`src/rtl/scc_consts.svh`:
```
`ifndef SCC_CONSTS_SVH
`define SCC_CONSTS_SVH

`define SCC_ADDR_DATA    3'h0
`define SCC_ADDR_IER     3'h1
`define SCC_ADDR_FCR     3'h2
`define SCC_ADDR_LCR     3'h3
`define SCC_ADDR_MCR     3'h4
`define SCC_ADDR_LSR     3'h5
`define SCC_ADDR_MSR     3'h6
`define SCC_ADDR_SCR     3'h7

`define SCC_FCR_EN       0
`define SCC_FCR_RXCLR    1
`define SCC_FCR_TXCLR    2
`define SCC_FCR_TRIG_LO  6
`define SCC_FCR_TRIG_HI  7

`define SCC_LCR_DIVISOR_ACCESS_BIT     7
`define SCC_LCR_BRK      6
`define SCC_LCR_STICK    5
`define SCC_LCR_EVEN     4
`define SCC_LCR_PEN      3
`define SCC_LCR_STOP     2

`define SCC_MCR_LOOP     4
`define SCC_MCR_IRQ_GATE_OUTPUT     3
`define SCC_MCR_USER_OUTPUT_ONE     2
`define SCC_MCR_RTS      1
`define SCC_MCR_DTR      0

`define SCC_IER_RDA      0
`define SCC_IER_HOLDING_EMPTY_FLAG     1
`define SCC_IER_LS       2

`define SCC_TRIG_1       5'h01
`define SCC_TRIG_4       5'h04
`define SCC_TRIG_8       5'h08
`define SCC_TRIG_14      5'h0e

`define SCC_ID_LS        3'h3
`define SCC_ID_RDA       3'h2
`define SCC_ID_HOLDING_EMPTY_FLAG      3'h1
`define SCC_ID_NONE      3'h0

`define SCC_BIT_TICKS    6'h10
`define SCC_STOP15_TICKS 6'h18
`define SCC_STOP2_TICKS  6'h20
`define SCC_MID_TICK     4'h7
`define SCC_RESET_BYTE   8'h00

`endif

```
`src/rtl/scc_pkg.sv`:
```
package scc_pkg;
  typedef enum logic [2:0] {st_idle, st_start, st_data, st_parity, st_stop} scc_state_type;
endpackage

```
`src/rtl/scc_core.sv`:
```
// The register addresses and strobed register access are this design's own decisions.
`include "scc_consts.svh"

module scc_core
  import scc_pkg::*;
#(
  parameter int DEPTH = 16,
  parameter int AW    = 4
) (
  input  wire logic       clk_sys,
  input  wire logic       rstn,
  input  wire logic [2:0] addr,
  input  wire logic [7:0] wdata,
  input  wire logic       wr_stb,
  input  wire logic       rd_stb,
  output logic      [7:0] rdata,
  input  wire logic       serial_in_pin,
  output logic            serial_out_pin,
  input  wire logic       cts_in_n,
  input  wire logic       dsr_in_n,
  input  wire logic       ring_in_n,
  input  wire logic       carrier_detect_in_n,
  output logic            rts_out_n,
  output logic            dtr_out_n,
  output logic            irq_out,
  output logic            irq_oe_n
);

  function automatic logic [4:0] trig_level(input logic [1:0] code);
    unique case (code)
      2'h0: trig_level = `SCC_TRIG_1;
      2'h1: trig_level = `SCC_TRIG_4;
      2'h2: trig_level = `SCC_TRIG_8;
      2'h3: trig_level = `SCC_TRIG_14;
    endcase
  endfunction

  // Parity over the active data bits only
  function automatic logic par_bit(input logic [7:0] d, input logic [7:0] lc);
    logic [7:0] m;
    m = 8'hff >> (2'h3 - lc[1:0]);
    if (lc[`SCC_LCR_STICK]) par_bit = ~lc[`SCC_LCR_EVEN];
    else par_bit = (^(d & m)) ^ ~lc[`SCC_LCR_EVEN];
  endfunction

  ////////////////////////////////////////////////////////////////////////////
  logic [7:0]      lcr_reg, scr_reg, dll_reg, dlm_reg;
  logic [4:0]      mcr_reg;
  logic [3:0]      ier_reg;
  logic            fifo_en_reg;
  logic [1:0]      trig_reg;
  logic [15:0]     baud_cnt_reg;
  logic [7:0]      tx_mem [DEPTH];
  logic [10:0]     rx_mem [DEPTH];
  logic [AW-1:0]   tx_wp_reg, tx_rp_reg, rx_wp_reg, rx_rp_reg;
  logic [AW:0]     tx_cnt_reg, rx_cnt_reg, err_cnt_reg;
  scc_state_type   tx_st_reg, rx_st_reg;
  logic [5:0]      tx_tk_reg;
  logic [3:0]      rx_tk_reg;
  logic [2:0]      tx_idx_reg, rx_idx_reg;
  logic [7:0]      tx_sh_reg, rx_sh_reg;
  logic            tx_line_reg, tx_par_reg, rx_par_reg, rx_zero_reg;
  logic            rx_s1_reg, rx_s2_reg, rx_prev_reg;
  logic [3:0]      mdm_s1_reg, mdm_s2_reg;
  logic            oe_reg, pe_reg, fe_reg, bi_reg, holding_empty_flag_int_reg, holding_empty_flag_prev_reg;
  logic [2:0]      iir_id;

  wire divisor_access_bit      = lcr_reg[`SCC_LCR_DIVISOR_ACCESS_BIT];
  wire loop      = mcr_reg[`SCC_MCR_LOOP];
  wire [1:0] wls = lcr_reg[1:0];
  wire hit_data  = addr == `SCC_ADDR_DATA;
  wire hit_ier   = addr == `SCC_ADDR_IER;
  wire wr_thr    = wr_stb && hit_data && !divisor_access_bit;
  wire wr_dll    = wr_stb && hit_data && divisor_access_bit;
  wire wr_ier    = wr_stb && hit_ier && !divisor_access_bit;
  wire wr_dlm    = wr_stb && hit_ier && divisor_access_bit;
  wire wr_fcr    = wr_stb && addr == `SCC_ADDR_FCR;
  wire wr_lcr    = wr_stb && addr == `SCC_ADDR_LCR;
  wire wr_mcr    = wr_stb && addr == `SCC_ADDR_MCR;
  wire wr_scr    = wr_stb && addr == `SCC_ADDR_SCR;
  wire rd_rbr    = rd_stb && hit_data && !divisor_access_bit;
  wire rd_iir    = rd_stb && addr == `SCC_ADDR_FCR;
  wire rd_lsr    = rd_stb && addr == `SCC_ADDR_LSR;
  wire fcr_on    = wdata[`SCC_FCR_EN];
  // Any write with enable low, or entering FIFO mode, flushes both queues
  wire mode_chg  = wr_fcr && (!fcr_on || !fifo_en_reg);
  wire fcr_apply = wr_fcr && fcr_on;
  wire tx_clear  = mode_chg || (fcr_apply && wdata[`SCC_FCR_TXCLR]);
  wire rx_clear  = mode_chg || (fcr_apply && wdata[`SCC_FCR_RXCLR]);
  wire [AW:0] depth_w = (AW+1)'(DEPTH);
  wire [AW:0] cap     = fifo_en_reg ? depth_w : (AW+1)'(1);

  ////////////////////////////////////////////////////////////////////////////
  always_ff @(posedge clk_sys or negedge rstn) begin
    if (!rstn) begin
      lcr_reg     <= `SCC_RESET_BYTE;
      scr_reg     <= `SCC_RESET_BYTE;
      dll_reg     <= `SCC_RESET_BYTE;
      dlm_reg     <= `SCC_RESET_BYTE;
      mcr_reg     <= '0;
      ier_reg     <= '0;
      fifo_en_reg <= 1'b0;
      trig_reg    <= 2'h0;
    end else begin
      if (wr_lcr) lcr_reg <= wdata;
      if (wr_scr) scr_reg <= wdata;
      if (wr_dll) dll_reg <= wdata;
      if (wr_dlm) dlm_reg <= wdata;
      if (wr_mcr) mcr_reg <= wdata[4:0];
      if (wr_ier) ier_reg <= wdata[3:0];
      if (wr_fcr) fifo_en_reg <= fcr_on;
      if (fcr_apply) trig_reg <= wdata[`SCC_FCR_TRIG_HI:`SCC_FCR_TRIG_LO];
    end
  end

  ////////////////////////////////////////////////////////////////////////////
  // Divisor zero wraps to 65536, the top of the range
  wire [15:0] divisor = {dlm_reg, dll_reg};
  wire        tick    = baud_cnt_reg == 16'h0000;

  always_ff @(posedge clk_sys or negedge rstn) begin
    if (!rstn) baud_cnt_reg <= 16'h0000;
    // Restart on a divisor write, else a reset-time 65536 count stalls the new rate
    else if (tick || wr_dll || wr_dlm) baud_cnt_reg <= divisor - 16'h0001;
    else baud_cnt_reg <= baud_cnt_reg - 16'h0001;
  end

  ////////////////////////////////////////////////////////////////////////////
  wire       tx_push  = wr_thr && tx_cnt_reg < cap;
  wire       tx_load  = tick && tx_st_reg == st_idle && tx_cnt_reg != '0;
  wire [2:0] last_idx = {1'b0, wls} + 3'h4;
  wire [5:0] stop_len = !lcr_reg[`SCC_LCR_STOP] ? `SCC_BIT_TICKS :
                        (wls == 2'h0) ? `SCC_STOP15_TICKS : `SCC_STOP2_TICKS;
  wire [5:0] bit_len  = (tx_st_reg == st_stop) ? stop_len : `SCC_BIT_TICKS;
  wire       tx_end   = tick && tx_tk_reg == bit_len - 6'h01;
  wire       holding_empty_flag     = tx_cnt_reg == '0;
  wire       transmitter_idle_flag     = holding_empty_flag && tx_st_reg == st_idle;

  always_ff @(posedge clk_sys) begin
    if (tx_push) tx_mem[tx_wp_reg] <= wdata;
  end

  always_ff @(posedge clk_sys or negedge rstn) begin
    if (!rstn) begin
      tx_wp_reg  <= '0;
      tx_rp_reg  <= '0;
      tx_cnt_reg <= '0;
    end else if (tx_clear) begin
      tx_wp_reg  <= '0;
      tx_rp_reg  <= '0;
      tx_cnt_reg <= '0;
    end else begin
      if (tx_push) tx_wp_reg <= tx_wp_reg + 1'b1;
      if (tx_load) tx_rp_reg <= tx_rp_reg + 1'b1;
      tx_cnt_reg <= tx_cnt_reg + (AW+1)'(tx_push) - (AW+1)'(tx_load);
    end
  end

  always_ff @(posedge clk_sys or negedge rstn) begin
    if (!rstn) begin
      tx_st_reg   <= st_idle;
      tx_tk_reg   <= '0;
      tx_idx_reg  <= '0;
      tx_sh_reg   <= '0;
      tx_par_reg  <= 1'b0;
      tx_line_reg <= 1'b1;
    end else if (tx_load) begin
      tx_sh_reg   <= tx_mem[tx_rp_reg];
      tx_par_reg  <= par_bit(tx_mem[tx_rp_reg], lcr_reg);
      tx_st_reg   <= st_start;
      tx_tk_reg   <= '0;
      tx_line_reg <= 1'b0;
    end else if (tx_st_reg != st_idle && tick) begin
      tx_tk_reg <= tx_end ? 6'h00 : tx_tk_reg + 6'h01;
      if (tx_end) begin
        unique case (tx_st_reg)
          st_start: begin
            tx_st_reg   <= st_data;
            tx_idx_reg  <= 3'h0;
            tx_line_reg <= tx_sh_reg[0];
          end
          st_data: begin
            tx_sh_reg  <= tx_sh_reg >> 1;
            tx_idx_reg <= tx_idx_reg + 3'h1;
            if (tx_idx_reg != last_idx) tx_line_reg <= tx_sh_reg[1];
            else if (lcr_reg[`SCC_LCR_PEN]) begin
              tx_st_reg   <= st_parity;
              tx_line_reg <= tx_par_reg;
            end else begin
              tx_st_reg   <= st_stop;
              tx_line_reg <= 1'b1;
            end
          end
          st_parity: begin
            tx_st_reg   <= st_stop;
            tx_line_reg <= 1'b1;
          end
          st_stop: tx_st_reg <= st_idle;
          st_idle: tx_st_reg <= st_idle;
        endcase
      end
    end
  end

  ////////////////////////////////////////////////////////////////////////////
  // Loopback taps the shifter ahead of the break and marking overrides
  wire       rx_bit   = loop ? tx_line_reg : rx_s2_reg;
  wire       rx_samp  = tick && rx_tk_reg == `SCC_MID_TICK;
  wire       rx_done  = rx_samp && rx_st_reg == st_stop;
  wire [7:0] rx_data  = rx_sh_reg >> (2'h3 - wls);
  wire       rx_fe    = !rx_bit;
  wire       rx_pe    = lcr_reg[`SCC_LCR_PEN] && (rx_par_reg != par_bit(rx_data, lcr_reg));
  wire       rx_bi    = rx_zero_reg && !rx_bit;
  wire       rx_full  = rx_cnt_reg == cap;
  wire       rx_adv   = rx_done && !rx_full;
  wire       rx_write = rx_done && (!rx_full || !fifo_en_reg);
  wire       rx_pop   = rd_rbr && rx_cnt_reg != '0;
  wire       rx_err   = rx_fe || rx_pe || rx_bi;
  wire       head_err = |rx_mem[rx_rp_reg][10:8];

  always_ff @(posedge clk_sys) begin
    if (rx_write) rx_mem[rx_full ? rx_rp_reg : rx_wp_reg] <= {rx_bi, rx_fe, rx_pe, rx_data};
  end

  always_ff @(posedge clk_sys or negedge rstn) begin
    if (!rstn) begin
      rx_wp_reg   <= '0;
      rx_rp_reg   <= '0;
      rx_cnt_reg  <= '0;
      err_cnt_reg <= '0;
    end else if (rx_clear) begin
      rx_wp_reg   <= '0;
      rx_rp_reg   <= '0;
      rx_cnt_reg  <= '0;
      err_cnt_reg <= '0;
    end else begin
      if (rx_adv) rx_wp_reg <= rx_wp_reg + 1'b1;
      if (rx_pop) rx_rp_reg <= rx_rp_reg + 1'b1;
      rx_cnt_reg  <= rx_cnt_reg + (AW+1)'(rx_adv) - (AW+1)'(rx_pop);
      err_cnt_reg <= err_cnt_reg + (AW+1)'(rx_adv && rx_err)
                     - (AW+1)'(rx_pop && head_err);
    end
  end

  always_ff @(posedge clk_sys or negedge rstn) begin
    if (!rstn) begin
      rx_s1_reg   <= 1'b1;
      rx_s2_reg   <= 1'b1;
      rx_prev_reg <= 1'b1;
      mdm_s1_reg  <= 4'hf;
      mdm_s2_reg  <= 4'hf;
    end else begin
      rx_s1_reg  <= serial_in_pin;
      rx_s2_reg  <= rx_s1_reg;
      mdm_s1_reg <= {carrier_detect_in_n, ring_in_n, dsr_in_n, cts_in_n};
      mdm_s2_reg <= mdm_s1_reg;
      if (tick) rx_prev_reg <= rx_bit;
    end
  end

  always_ff @(posedge clk_sys or negedge rstn) begin
    if (!rstn) begin
      rx_st_reg   <= st_idle;
      rx_tk_reg   <= '0;
      rx_idx_reg  <= '0;
      rx_sh_reg   <= '0;
      rx_par_reg  <= 1'b0;
      rx_zero_reg <= 1'b0;
    end else if (tick) begin
      rx_tk_reg <= rx_tk_reg + 4'h1;
      unique case (rx_st_reg)
        st_idle: begin
          rx_tk_reg <= 4'h0;
          if (!rx_bit && rx_prev_reg) rx_st_reg <= st_start;
        end
        st_start: if (rx_samp) begin
          rx_st_reg   <= rx_bit ? st_idle : st_data;
          rx_idx_reg  <= 3'h0;
          rx_zero_reg <= 1'b1;
        end
        st_data: if (rx_samp) begin
          rx_sh_reg   <= {rx_bit, rx_sh_reg[7:1]};
          rx_zero_reg <= rx_zero_reg && !rx_bit;
          rx_idx_reg  <= rx_idx_reg + 3'h1;
          if (rx_idx_reg == last_idx)
            rx_st_reg <= lcr_reg[`SCC_LCR_PEN] ? st_parity : st_stop;
        end
        st_parity: if (rx_samp) begin
          rx_par_reg  <= rx_bit;
          rx_zero_reg <= rx_zero_reg && !rx_bit;
          rx_st_reg   <= st_stop;
        end
        st_stop: if (rx_samp) rx_st_reg <= st_idle;
      endcase
    end
  end

  ////////////////////////////////////////////////////////////////////////////
  // Set wins over the clearing read in the same cycle
  always_ff @(posedge clk_sys or negedge rstn) begin
    if (!rstn) begin
      oe_reg        <= 1'b0;
      pe_reg        <= 1'b0;
      fe_reg        <= 1'b0;
      bi_reg        <= 1'b0;
      holding_empty_flag_int_reg  <= 1'b0;
      holding_empty_flag_prev_reg <= 1'b1;
    end else begin
      oe_reg        <= (oe_reg && !rd_lsr) || (rx_done && rx_full);
      pe_reg        <= (pe_reg && !rd_lsr) || (rx_done && rx_pe);
      fe_reg        <= (fe_reg && !rd_lsr) || (rx_done && rx_fe);
      bi_reg        <= (bi_reg && !rd_lsr) || (rx_done && rx_bi);
      holding_empty_flag_prev_reg <= holding_empty_flag;
      holding_empty_flag_int_reg  <= (holding_empty_flag_int_reg && !(rd_iir && iir_id == `SCC_ID_HOLDING_EMPTY_FLAG) && !tx_push)
                       || (holding_empty_flag && !holding_empty_flag_prev_reg);
    end
  end

  wire       ls_pend   = ier_reg[`SCC_IER_LS] && (oe_reg || pe_reg || fe_reg || bi_reg);
  wire       rda_pend  = ier_reg[`SCC_IER_RDA] &&
                         (fifo_en_reg ? rx_cnt_reg >= trig_level(trig_reg) : rx_cnt_reg != '0);
  wire       holding_empty_flag_pend = ier_reg[`SCC_IER_HOLDING_EMPTY_FLAG] && holding_empty_flag_int_reg;
  assign iir_id        = ls_pend ? `SCC_ID_LS : rda_pend ? `SCC_ID_RDA :
                         holding_empty_flag_pend ? `SCC_ID_HOLDING_EMPTY_FLAG : `SCC_ID_NONE;
  wire       int_any   = ls_pend || rda_pend || holding_empty_flag_pend;
  wire       lsr7      = fifo_en_reg && err_cnt_reg != '0;
  wire [7:0] lsr_val   = {lsr7, transmitter_idle_flag, holding_empty_flag, bi_reg, fe_reg, pe_reg, oe_reg,
                          rx_cnt_reg != '0};
  wire [3:0] mdm_in    = loop ? {mcr_reg[`SCC_MCR_IRQ_GATE_OUTPUT], mcr_reg[`SCC_MCR_USER_OUTPUT_ONE],
                         mcr_reg[`SCC_MCR_DTR], mcr_reg[`SCC_MCR_RTS]} : ~mdm_s2_reg;
  wire [7:0] iir_val   = {fifo_en_reg, fifo_en_reg, 2'b00, iir_id, !int_any};
  wire [7:0] rd_mux    =
    (hit_data) ? (divisor_access_bit ? dll_reg : rx_mem[rx_rp_reg][7:0]) :
    (hit_ier)  ? (divisor_access_bit ? dlm_reg : {4'h0, ier_reg}) :
    (addr == `SCC_ADDR_FCR) ? iir_val :
    (addr == `SCC_ADDR_LCR) ? lcr_reg :
    (addr == `SCC_ADDR_MCR) ? {3'b000, mcr_reg} :
    (addr == `SCC_ADDR_LSR) ? lsr_val :
    (addr == `SCC_ADDR_MSR) ? {mdm_in, 4'h0} : scr_reg;

  ////////////////////////////////////////////////////////////////////////////
  always_ff @(posedge clk_sys or negedge rstn) begin
    if (!rstn) begin
      rdata          <= 8'h00;
      serial_out_pin <= 1'b1;
      rts_out_n      <= 1'b1;
      dtr_out_n      <= 1'b1;
      irq_out        <= 1'b0;
      irq_oe_n       <= 1'b1;
    end else begin
      rdata          <= rd_stb ? rd_mux : 8'h00;
      serial_out_pin <= loop ? 1'b1 : lcr_reg[`SCC_LCR_BRK] ? 1'b0 : tx_line_reg;
      rts_out_n      <= loop || !mcr_reg[`SCC_MCR_RTS];
      dtr_out_n      <= loop || !mcr_reg[`SCC_MCR_DTR];
      irq_out        <= mcr_reg[`SCC_MCR_IRQ_GATE_OUTPUT] && int_any;
      irq_oe_n       <= !mcr_reg[`SCC_MCR_IRQ_GATE_OUTPUT];
    end
  end

  ////////////////////////////////////////////////////////////////////////////
  break_hold_a: assert property (@(posedge clk_sys) disable iff (!rstn)
    lcr_reg[`SCC_LCR_BRK] && !loop |=> !serial_out_pin)
    else $error("break not driving spacing");
  loop_mark_a: assert property (@(posedge clk_sys) disable iff (!rstn)
    loop |=> serial_out_pin && rts_out_n && dtr_out_n)
    else $error("loopback pins not inactive");
  rts_inverse_a: assert property (@(posedge clk_sys) disable iff (!rstn)
    !loop && mcr_reg[`SCC_MCR_RTS] |=> !rts_out_n)
    else $error("request pin not inverted");
  irq_gate_a: assert property (@(posedge clk_sys) disable iff (!rstn)
    !mcr_reg[`SCC_MCR_IRQ_GATE_OUTPUT] |=> !irq_out && irq_oe_n)
    else $error("interrupt not gated off");
  fifo_off_a: assert property (@(posedge clk_sys) disable iff (!rstn)
    wr_fcr && !fcr_on |=> !fifo_en_reg && tx_cnt_reg == '0 && rx_cnt_reg == '0)
    else $error("fifo disable did not flush");
  transmitter_idle_flag_busy_a: assert property (@(posedge clk_sys) disable iff (!rstn)
    rd_lsr && tx_cnt_reg != '0 |=> !rdata[6] && !rdata[5])
    else $error("transmitter empty while loaded");
  err_clear_a: assert property (@(posedge clk_sys) disable iff (!rstn)
    rd_lsr && !rx_done |=> !pe_reg && !fe_reg && !oe_reg)
    else $error("error flags survive status read");
  dr_empty_a: assert property (@(posedge clk_sys) disable iff (!rstn)
    rd_lsr ##1 $past(rx_cnt_reg) == '0 |-> !rdata[0])
    else $error("data ready with empty buffer");
  mcr_top_a: assert property (@(posedge clk_sys) disable iff (!rstn)
    rd_stb && addr == `SCC_ADDR_MCR |=> rdata[7:5] == 3'b000)
    else $error("control top bits not zero");
  summary_a: assert property (@(posedge clk_sys) disable iff (!rstn)
    rd_lsr && !fifo_en_reg |=> !rdata[7])
    else $error("error summary set outside fifo mode");

endmodule

```
`config.mk`:
```
export PLATFORM = sky130hd
export DESIGN_NAME = scc_core
export DESIGN_NICKNAME = d
export VERILOG_FILES = /design/src/rtl/scc_pkg.sv /design/src/rtl/scc_core.sv
export VERILOG_INCLUDE_DIRS = /design/src /design/src/rtl
export SDC_FILE = /design/constraint.sdc
export NUM_CORES = 1
export LEC_CHECK = 0
export ABC_AREA = 1
export ABC_CLOCK_PERIOD_IN_PS = 3700
export BUFFER_PORTS_ARGS = -buffer_cell sky130_fd_sc_hd__buf_2
export CAP_MARGIN = 10
export CORE_AREA = 4 4 210 212
export DETAILED_ROUTE_END_ITERATION = 8
export DIE_AREA = 0 0 214 216
export GPL_ROUTABILITY_DRIVEN = 0
export PLACE_DENSITY = 0.68
export SLEW_MARGIN = 40
export SYNTH_ARGS = -nofsm -noshare
export SYNTH_HDL_FRONTEND = slang
export SYNTH_SLANG_ARGS = --single-unit
```
`constraint.sdc`:
```
create_clock -name clk_sys -period 3.7 [get_ports clk_sys]
set_input_delay 0.185 -clock clk_sys [delete_from_list [all_inputs] [get_ports clk_sys]]
set_output_delay 0.185 -clock clk_sys [all_outputs]
set_load 0.03 [all_outputs]
```
=== Word-level counts from Yosys, hierarchy flattened ===
Memories as Yosys holds them, arrays and structs flattened.
Cells that the tools add are included.

* Output and inout port bits: 13
* Memories: 2
* Bits of input ports: 20
* RAM bits: 304
* Logic and storage cells: 306
* Bits in registers: 163

* Bitwise gates (word level): 7
* Add/sub/neg operators: 19
* Reductions and logical operators: 120
* Shift operators: 2
* Muxes and demuxes: 76
* Eq/ne operators: 33
* $lt $le $gt $ge: 2

{| class="wikitable"
|+ Memories
! memory !! words !! bits a word !! read ports !! clocked after memory_dff !! wr ports !! line !! RTL
|-
| rx_mem || 16 || 11 || 1 || 0 || 1 || scc_core.sv:54 || <nowiki>logic [10:0] rx_mem [DEPTH];</nowiki>
|-
| tx_mem || 16 || 8 || 1 || 0 || 1 || scc_core.sv:53 || <nowiki>logic [7:0] tx_mem [DEPTH];</nowiki>
|}

{| class="wikitable"
|+ Operators by type and width
! kind !! number
|-
| two-way mux 8 bit || 14
|-
| logical AND 1 bit || 51
|-
| two-way mux 4 bit || 11
|-
| two-way mux 3 bit || 12
|-
| two-way mux 6 bit || 6
|-
| subtractor 16 x 1 -> 16 bit, second input constant || 2
|-
| adder 4 x 1 -> 4 bit, second input constant || 5
|-
| logical OR 1 bit || 20
|-
| two-way mux 5 bit || 4
|-
| case mux 5 bit (4 select lines) || 1
|-
| nonzero test 2 bit || 10
|-
| == test 3 x 2 -> 1 bit, second input constant || 6
|-
| == test 3 bit, second input constant || 6
|-
| two-way mux 1 bit || 18
|-
| AND 8 bit || 2
|-
| logical NOT 16 bit || 1
|-
| two-way mux 16 bit || 1
|-
| XOR reduction 8 bit || 2
|-
| adder 5 x 1 -> 5 bit || 3
|-
| case mux 3 bit (5 select lines) || 1
|-
| AND reduction 3 bit || 5
|-
| nonzero test 5 bit || 3
|-
| subtractor 5 x 1 -> 5 bit || 3
|-
| logical NOT 1 bit || 13
|-
| 38 further kinds || 59
|}

=== Longest topological paths before layout ===
Gate-level depths: netlist of the first run.

* Depth in word-level cells: 14
* Depth in mapped cells: 25
* Mapped depth without buffers: 23

=== Worst setup path after synthesis of the first run ===
OpenSTA, ideal clock, no wires.

* Path kind: register -> register
* From: register lcr_reg[0]
* To: register err_cnt_reg[4]
* Clock period less this slack: 3846 ps
* Data required time: 3577 ps
* Arrival: 3723 ps
* Buffers on the path: 2
* Cell stages (with the launch flop): 22
* Library setup time: 123 ps
* Slack: -146 ps
* Cell sequence: dfrtp_1 clkbuf_1 buf_2 o21ai_0 o21ai_0 xnor2_1 xor2_1 nand2_1 nand4_1 nand2_1 nand3_1 nand2_1 nand2_1 ha_1 inv_1 ha_1 inv_1 fa_1 o21bai_1 a21oi_1 xor2_1 nor2_1

* Longest elaborated chain between the ends: 14
* Elaborated cells on any way between the ends: 15
* Classes of those cells: add/sub: 3; eq/ne: 1; shift: 2; mux: 2; bitwise: 2; reduce/logical: 5

{| class="wikitable"
|+ Ends and longest elaborated chain
! element !! line !! RTL
|-
| start: declaration || scc_core.sv:47 || <nowiki>logic [7:0] lcr_reg, scr_reg, dll_reg, dlm_reg;</nowiki>
|-
| start signal: assignment || scc_core.sv:96 || <nowiki>lcr_reg <= `SCC_RESET_BYTE;</nowiki>
|-
| start signal: assignment || scc_core.sv:105 || <nowiki>if (wr_lcr) lcr_reg <= wdata;</nowiki>
|-
| subtractor 2 bit || scc_core.sv:210 || <nowiki>wire [7:0] rx_data = rx_sh_reg >> (2'h3 - wls);</nowiki>
|-
| right shift 8 x 2 -> 8 bit || scc_core.sv:210 ||
|-
| via rx_data[0] || scc_core.sv:210 ||
|-
| AND 8 bit || scc_core.sv:43 || <nowiki>else par_bit = (^(d & m)) ^ ~lc[`SCC_LCR_EVEN];</nowiki>
|-
| XOR reduction 8 bit || scc_core.sv:43 ||
|-
| XOR 1 bit || scc_core.sv:43 ||
|-
| two-way mux 1 bit || scc_core.sv:42 || <nowiki>if (lc[`SCC_LCR_STICK]) par_bit = ~lc[`SCC_LCR_EVEN];</nowiki>
|-
| != test 1 bit || scc_core.sv:212 || <nowiki>wire rx_pe = lcr_reg[`SCC_LCR_PEN] && (rx_par_reg != par_bit(rx_data, lcr_reg));</nowiki>
|-
| logical AND 1 bit || scc_core.sv:212 ||
|-
| logical OR 1 bit (2 in series) || scc_core.sv:218 || <nowiki>wire rx_err = rx_fe || rx_pe || rx_bi;</nowiki>
|-
| logical AND 1 bit || scc_core.sv:240 || <nowiki>err_cnt_reg <= err_cnt_reg + (AW+1)'(rx_adv && rx_err)</nowiki>
|-
| adder 5 x 1 -> 5 bit || scc_core.sv:240 ||
|-
| subtractor 5 x 1 -> 5 bit || scc_core.sv:241 || <nowiki>- (AW+1)'(rx_pop && head_err);</nowiki>
|-
| two-way mux 5 bit || scc_core.sv:231 || <nowiki>end else if (rx_clear) begin</nowiki>
|-
| end signal: assignment || scc_core.sv:240 ||
|-
| end: declaration || scc_core.sv:56 || <nowiki>logic [AW:0] tx_cnt_reg, rx_cnt_reg, err_cnt_reg;</nowiki>
|}

The timed path passes the listed nets, and every way through them passes these cells.
A chain may end at the register's enable or synchronous reset.

=== Final worst setup path of the first run ===
Ends and elaborated chain as after synthesis.

==> key figures, run 1 <==
Outcome
  – Outcome: finished, final reports clean

Critical path
  – Critical path depth: 21
  – Cells on worst reg2reg path: 21
  – Worst path top cell family by delay: simple AND/OR/NAND/NOR gates
  – R2R Setup Slk: 0.30 ns
  – FF-to-FF End: err_cnt_reg[4]
  – CP Cell Sequence: o21ai_0 -> nand2_1 -> nand2_1 -> xor2_1 -> xor2_1 -> nand2_1 -> nand3_1 -> nand2_1 -> nand2_1 -> nand3_1 -> nand2_1 -> nand2_1 -> ha_1 -> inv_1 -> ha_1 -> inv_1 -> fa_1 -> o21bai_1 -> a21oi_1 -> xor2_1 -> nor2_1
  – Worst setup SP type: flop
  – Crit. End Element: flop
  – Crit path max fanout: 16
  – CP dominant cell by count: nand2_1
  – CP required: 4.21 ns
  – Slowest CP cell: dfrtp_2
  – Reg2reg start: lcr_reg[0]
  – Crit path buffers/inverters: 2
  – Worst path max stage delay: 0.50 ns
  – Arrival @ worst endpoint: 3.91 ns
  – CP Capture Point: err_cnt_reg[4]
  – CP Class: flop to flop
  – Critical path startpoint: lcr_reg[0]

Layout
  – Nets: 2172
  – Final cell count without fillers: 2689
  – Antenna diodes: 0
  – Area grow syn2layout: 12.9%
  – Max reg flops: 176
  – Layout cells sized above 1: 0.105

Clocking
  – CTS Root Cell: clkbuf_16
  – Setup bufs post-CTS: 0
  – Clock latency at the later pin of the worst-skew pair: 0.60 ns
  – CTS Sinks: 467
  – H-tree level count: 2
  – CTS max path bufs: 3
  – TritonCTS clock tree: done
  – Worst-path clk slew: 0.06 ns
  – Total CTS buffers: 47

Floorplanning
  – Core region area: 41900 µm²
  – DIE HEIGHT: 216 µm
  – Row Count: 75
  – # IOs: 33
  – Die width: 214 µm
  – Initial Utilization: 0.498
  – Die ar.: 46200 µm²

STA
  – Max Clk Rate: 0.294 GHz
  – Max_slew headroom: 0.474
  – Pins Over Slew Limit: 0
  – Worst Skew: 0.0335 ns
  – Setup_tns: 0 ns
  – Setup violators final: 0
  – Final worst-path cycle share: 0.919
  – Least-Margin Pin Slew: 0.785 ns
  – Final Critical Period: 3.40 ns
  – Final WS setup: 0.300 ns
  – Hold Vio Cnt, Final: 0

Placement
  – Pre-CTS setup slack: 0.166 ns
  – Placed cells: 2595
  – Port Buffers: 32
  – HPWL after detailed placement: 34.2 mm

Yosys
  – Number of synthesized flops with an enable pin: 304
  – Synth cell types: 57
  – Mapped Area: 20900 µm²
  – Syn nets: 2093
  – Yosys Warn Count: 0
  – Top FF cell, synth: edfxtp_1
  – Post-synthesis cell count: 2033
  – Seq/Total Area, Yosys: 0.633
  – Asr flop ratio synth: 0.349
  – Synthesized flop and latch total: 467
  – Avg Cell Area, Syn: 10.3 µm²

Drt
  – Routed Antenna Nets: 0
  – Wire per inst: 18.9 µm
  – Drt drc: 0
  – Final wirelength: 50.8 mm
  – Initial DRC Count: 1484
  – Vias per cell: 5.58
  – DR pass1 iterations: 6
  – Vias: 15002

Global route
  – Initial antenna violation count: 0
  – GRT Util Overall: 0.219
  – First-pass GRT wire length: 81.0 mm
  – Grt total ovfl: 0
  – Vias in the first global route: 14644
  – Largest net degree at the start of global routing: 90

Pwr
  – VDD IR-drop max: 0.394 mV
  – Pleak: 9.52 nW
  – P per Cell Area: 600 nW/µm²

Flow run
  – Max-cap viol count: 0

Worst hold path
  – Worst min-delay path category: input pin to flop
where the power goes:
part / internal [mW] / switching (mW)
Sequential: 6.00 / 0.295
Combinational: 1.06 / 2.09
Clock: 2.73 / 1.99
Total: 9.78 / 4.38
placed cells by master (no fill, tap or decap), types with 5 or more instances in the layout:
| master | netlist | layout |
|---|---|---|
| clkinv_2 | 1 | 7 |
| o211ai_1 | 27 | 27 |
| or2_2 | 5 | 5 |
| a221oi_1 | 17 | 17 |
| buf_4 | 2 | 67 |
| dfrtp_1 | 146 | 142 |
| buf_2 | 10 | 31 |
| clkbuf_1 | 56 | 7 |
| edfxtp_1 | 304 | 304 |
| o22ai_1 | 10 | 10 |
| clkbuf_16 | 0 | 47 |
| o21ai_0 | 172 | 166 |
| a211oi_1 | 7 | 7 |
| xnor2_1 | 11 | 11 |
| nand2_1 | 472 | 472 |
| a31oi_1 | 12 | 12 |
| clkbuf_8 | 0 | 9 |
| ha_1 | 37 | 37 |
| nand3_1 | 99 | 99 |
| dfstp_2 | 17 | 17 |
| nand4_1 | 13 | 13 |
| inv_1 | 196 | 195 |
| clkinv_1 | 8 | 15 |
| nor4_1 | 16 | 16 |
| nor2_1 | 168 | 167 |
| dlygate4sd3_1 | 0 | 7 |
| o21ai_2 | 4 | 5 |
| o21ai_1 | 10 | 15 |
| nor3_1 | 23 | 23 |
| a32o_1 | 10 | 10 |
| a21oi_1 | 96 | 96 |
| xor2_1 | 21 | 21 |
logic make-up after synthesis:
group / count (synthesis) / synth area share
buf+inv: 284 / 0.0529
compound gates: 391 / 0.110
flops: 467 / 0.633
fa+ha+maj: 40 / 0.0250
xor+xnor: 32 / 0.0134
mux: 2 / 0.00108
simple gates: 817 / 0.165
worst min path at each step:
stage | from | to | slack [ns] | cells after the start
floorplan | rstn | baud_cnt_reg[0] | -0.11 | 0
global placement | cts_in_n | mdm_s1_reg[0] | 0.29 | 1
detailed placement | ring_in_n | mdm_s1_reg[2] | 0.29 | 1
CTS | wdata[7] | tx_mem[8][7] | 0.03 | 1
global route | wdata[4] | tx_mem[15][4] | 0.06 | 1
finish | wdata[5] | tx_mem[11][5] | 0.07 | 1
cell usage after synthesis, types with 5 or more instances:
cell type / instances / share of area
or2_2: 5 / 0.0015
xor2_1: 21 / 0.0088
a32o_1: 10 / 0.0048
a21oi_1: 96 / 0.023
clkbuf_1: 56 / 0.010
nand2_1: 472 / 0.085
buf_2: 10 / 0.0024
nand4_1: 13 / 0.0039
nor4_1: 16 / 0.0048
a221oi_1: 17 / 0.0071
a211oi_1: 7 / 0.0025
o22ai_1: 10 / 0.0030
nor2_1: 168 / 0.030
nor3_1: 23 / 0.0055
inv_1: 196 / 0.035
nand3_1: 99 / 0.024
o211ai_1: 27 / 0.0097
o21ai_0: 172 / 0.041
clkinv_1: 8 / 0.0014
dfstp_2: 17 / 0.021
ha_1: 37 / 0.022
o21ai_1: 10 / 0.0024
dfrtp_1: 146 / 0.17
a31oi_1: 12 / 0.0036
buf_1: 8 / 0.0014
edfxtp_1: 304 / 0.44
xnor2_1: 11 / 0.0046
per-stage QoR:
step / power, mW / hold slack (ns) / utilization / instance area (µm²)
3_5_place_dp: 9.49 / 0.292 / 0.523 / 22000
3_3_place_gp: 9.39 / 0.290 / 0.523 / 21900
2_1_floorplan: 8.48 / -0.111 / - / 20900
4_1_cts: 14.2 / 0.0319 / 0.562 / 23600
6_report: 14.2 / 0.0748 / 0.562 / 23600
5_1_grt: 14.9 / 0.0636 / 0.562 / 23600
layer usage:
| layer | part of all wire | vias to the layer above | track usage |
|---|---|---|---|
| li1 | - | 7139 | - |
| met1 | 0.43 | 7286 | 0.296 |
| met2 | 0.48 | 487 | 0.368 |
| met3 | 0.061 | 90 | 0.0332 |
| met4 | 0.029 | 0 | 0.0746 |
| met5 | 0 | - | 0 |
worst reg2reg max path, cell delays in order (launching register included):
cell	delay, ns
dfrtp_2	0.50
o21ai_0	0.26
nand2_1	0.09
nand2_1	0.11
xor2_1	0.26
xor2_1	0.18
nand2_1	0.09
nand3_1	0.09
nand2_1	0.07
nand2_1	0.06
nand3_1	0.10
nand2_1	0.08
nand2_1	0.06
ha_1	0.27
inv_1	0.06
ha_1	0.15
inv_1	0.05
fa_1	0.39
o21bai_1	0.15
a21oi_1	0.09
xor2_1	0.14
nor2_1	0.08
area by class of cell:
class	count	area (µm²)
well taps	539	674
inverters	206	778
repair buffers	108	782
multi-input cells	1282	6570
flip-flops and latches	467	13200
fillers	3560	18400
clock inverters	24	236
clock buffers	63	1320
what timing repair did:
item / in CTS / in global routing
hold buffers: 7 / 0
gates resized for setup: 0 / 8
setup endpoints to repair: 0 / 3
hold endpoints to repair: 96 / 0
No activity file was read; power rests on OpenSTA's default activity.
==> run 2: changes to the inputs <==
--- a/config.mk
+++ b/config.mk
@@ -7,14 +7,14 @@
 export NUM_CORES = 1
 export LEC_CHECK = 0
 export ABC_AREA = 1
-export ABC_CLOCK_PERIOD_IN_PS = 3700
+export ABC_CLOCK_PERIOD_IN_PS = 3500
 export BUFFER_PORTS_ARGS = -buffer_cell sky130_fd_sc_hd__buf_2
 export CAP_MARGIN = 10
 export CORE_AREA = 4 4 210 212
 export DETAILED_ROUTE_END_ITERATION = 8
 export DIE_AREA = 0 0 214 216
 export GPL_ROUTABILITY_DRIVEN = 0
-export PLACE_DENSITY = 0.68
+export PLACE_DENSITY = 0.66
 export SLEW_MARGIN = 40
 export SYNTH_ARGS = -nofsm -noshare
 export SYNTH_HDL_FRONTEND = slang
==> constraint.sdc (replaced) <==
create_clock -name clk_sys -period 3.5 [get_ports clk_sys]
set_input_delay 0.175 -clock clk_sys [delete_from_list [all_inputs] [get_ports clk_sys]]
set_output_delay 0.175 -clock clk_sys [all_outputs]
set_load 0.03 [all_outputs]
==> run 2 against run 1 <==
Compared with the run above:
- cell area is 1.1% higher
- sequential share of layout area is 0.60 points lower
- final cell count is 1.1% higher
- clock-buffer cell count is 3 lower
- maximum frequency is 2.7% higher
- combinational power is 7.6% higher
- die area stayed put
- clock power is 4.4% higher
- clock skew is 0.015 ns lower
- largest power group unchanged
- flip-flop and latch count stayed put
==> key figures, run 2 (synthesis results as in run 1) <==
Critical path
  – Reg2reg start: lcr_reg[0] (unchanged)
  – R2R Setup Slk: 0.19 ns (was 0.30 ns)
  – Crit path max fanout: 8 (was 16)
  – CP Class: flop to flop (unchanged)
  – CP required: 3.95 ns (was 4.21 ns)
  – FF-to-FF End: err_cnt_reg[4] (unchanged)
  – Crit. End Element: flop (unchanged)
  – Worst setup SP type: flop (unchanged)
  – Cells on worst reg2reg path: 22 (was 21)
  – Arrival @ worst endpoint: 3.76 ns (was 3.91 ns)

Drt
  – Routed Antenna Nets: 0 (unchanged)
  – Initial DRC Count: 1391 (was 1484)
  – Vias: 15144 (was 15002)
  – DR pass1 iterations: 6 (unchanged)
  – Vias per cell: 5.57 (was 5.58)
  – Final wirelength: 52.2 mm (was 50.8 mm)
  – Drt drc: 0 (unchanged)
  – Wire per inst: 19.2 µm (was 18.9 µm)

Floorplanning
  – # IOs: 33 (unchanged)
  – Die ar.: 46200 µm² (unchanged)
  – DIE HEIGHT: 216 µm (unchanged)
  – Row Count: 75 (unchanged)
  – Initial Utilization: 0.498 (unchanged)
  – Core region area: 41900 µm² (unchanged)
  – Die width: 214 µm (unchanged)

Layout
  – Final core utilization: 0.568 (was 0.562)
  – Fin area: 23800 µm² (was 23600 µm²)
  – Antenna diodes: 0 (unchanged)
  – Nets: 2202 (was 2172)
  – Most common cell after layout, fill and taps aside: nand2_1 (unchanged)
  – Fill count: 3492 (was 3560)
  – Final cell count without fillers: 2719 (was 2689)
  – Area grow syn2layout: 14.1% (was 12.9%)
  – Most frequent cells in the layout: nand2_1 (468), edfxtp_1 (304), inv_1 (193), nor2_1 (167), o21ai_0 (163) (was nand2_1 (472), edfxtp_1 (304), inv_1 (195), nor2_1 (167), o21ai_0 (166))
  – Register area: 13200 µm² (about the same)
  – Max reg flops: 176 (unchanged)
  – Layout cells sized above 1: 0.123 (was 0.105)
  – Multi-input gate area: 6640 µm² (was 6570 µm²)

Worst hold path
  – Hold Path Stages: 1 (unchanged)
  – Worst min-delay path category: input pin to flop (unchanged)
  – Worst Hold Launch: wdata[4] (was wdata[5])
  – WHS Endpoint: tx_mem[13][4] (was tx_mem[11][5])

Placement
  – Port Buffers: 32 (unchanged)
  – Area after DPL: 22200 µm² (was 22000 µm²)
  – Placed cells: 2619 (was 2595)
  – HPWL after detailed placement: 35.2 mm (was 34.2 mm)
  – Pre-CTS setup slack: -0.00560 ns (was 0.166 ns)

STA
  – Final hold slack: 0.0683 ns (was 0.0748 ns)
  – Setup_tns: 0 ns (unchanged)
  – Least-Margin Pin Slew: 0.747 ns (was 0.785 ns)
  – Final WS setup: 0.190 ns (was 0.300 ns)
  – Setup violators final: 0 (unchanged)
  – Final worst-path cycle share: 0.946 (was 0.919)
  – Final Critical Period: 3.31 ns (was 3.40 ns)
  – Max_slew headroom: 0.502 (was 0.474)
  – RSZ-0062 raised after global routing: yes
  – Worst Skew: 0.0188 ns (was 0.0335 ns)
  – Pins Over Slew Limit: 0 (unchanged)
  – Hold Vio Cnt, Final: 0 (unchanged)
  – Max Clk Rate: 0.302 GHz (was 0.294 GHz)

Pwr
  – NetSw: 4.65 mW (was 4.38 mW)
  – Pleak: 9.66 nW (was 9.52 nW)
  – P per Cell Area: 628 nW/µm² (was 600 nW/µm²)
  – Comb power frac: 0.226 (was 0.223)
  – Clock power share: 0.329 (was 0.333)
  – Design Power: 15.0 mW (was 14.2 mW)
  – VDD IR-drop max: 0.474 mV (was 0.394 mV)
  – Pint: 10.3 mW (was 9.78 mW)
  – Portion of total power attributed to sequential cells: 0.445 (was 0.444)
  – Net Sw Frac: 0.310 (was 0.309)

Global route
  – First-pass GRT wire length: 82.4 mm (was 81.0 mm)
  – GRT Util Overall: 0.224 (was 0.219)
  – Largest net degree at the start of global routing: 94 (was 90)
  – Vias in the first global route: 14801 (was 14644)
  – Initial antenna violation count: 1 (was 0)
  – Grt total ovfl: 0 (unchanged)

Clocking
  – CTS Root Cell: clkbuf_16 (unchanged)
  – Clock latency at the later pin of the worst-skew pair: 0.57 ns (was 0.60 ns)
  – Total CTS buffers: 48 (was 47)
  – Worst-path clk slew: 0.06 ns (about the same)
  – H-tree level count: 2 (unchanged)
  – CTS Sinks: 467 (unchanged)
  – CTS max path bufs: 3 (unchanged)
  – TritonCTS clock tree: done (unchanged)

Flow run
  – Max-cap viol count: 0 (unchanged)

Outcome
  – Outcome: finished, final reports clean (unchanged)
-- run 2: cell count changes in the layout (fill, tap and decap cells not counted), moves of 7 or more --
cell	delta
clkbuf_8	-7
o21ai_2	+10
buf_4	+26
o21ai_1	-7
-- run 2: critical path, stage by stage, from the launching register on --
cell and delay, ns:
dfrtp_2 0.41, buf_6 0.15, nand2_2 0.07, o21ai_2 0.07, o21ai_2 0.23, xor2_2 0.23
xor2_1 0.10, nand2_1 0.09, buf_4 0.10, nand4_1 0.09, nand2_1 0.10, nand3_2 0.07
nand2_1 0.07, nand2_1 0.05, ha_1 0.29, inv_1 0.06, ha_2 0.18, inv_2 0.04
fa_2 0.37, o21bai_1 0.14, a21oi_1 0.09, xor2_1 0.13, nor2_1 0.05
-- run 2: area by class of cell --
cell class	instances	share of cell area
sequential	467	0.555
multi-input combinational	1282	0.278
clock buffer	60	0.0540
timing repair buffer	137	0.0428
inverter	206	0.0326
tap	539	0.0283
clock inverter	28	0.00903
-- run 2: what timing repair did --
item | in CTS | in global routing
setup buffers | 0 | 5
gates resized for setup | 1 | 26
setup endpoints to repair | 1 | 2
pin swaps | 0 | 9
endpoints found under the hold margin | 99 | 0
hold buffers | 7 | 0
-- run 2: worst max-delay path by stage --
stage | startpoint | cells past startpoint | end | slack, ns
5_1_grt | lcr_reg[0] | 22 | err_cnt_reg[4] | -0.07
4_1_cts | lcr_reg[0] | 21 | err_cnt_reg[4] | 0.07
6_report | lcr_reg[0] | 22 | err_cnt_reg[4] | 0.19
3_3_place_gp | lcr_reg[0] | 20 | err_cnt_reg[4] | 0.07
2_1_floorplan | lcr_reg[0] | 22 | err_cnt_reg[4] | 0.06
3_5_place_dp | lcr_reg[0] | 21 | err_cnt_reg[4] | -0.006
-- run 2: layer usage --
layer / vias to the layer above / wire length (µm) / track usage
met4: 0 / 1760 / 0.0810
met2: 492 / 25000 / 0.370
li1: 7202 / - / -
met5: - / 0 / 0
met3: 98 / 3330 / 0.0363
met1: 7352 / 22100 / 0.302
-- run 2: power by group through the flow --
| stage | clock network, mW | registers, mW | logic, mW |
|---|---|---|---|
| global placement | 0 | 6.75 | 3.21 |
| finish | 4.93 | 6.66 | 3.39 |
| global route | 5.27 | 6.71 | 3.82 |
| floorplan | 0 | 6.70 | 2.27 |
| detailed placement | 0 | 6.77 | 3.32 |
| CTS | 5.00 | 6.66 | 3.34 |
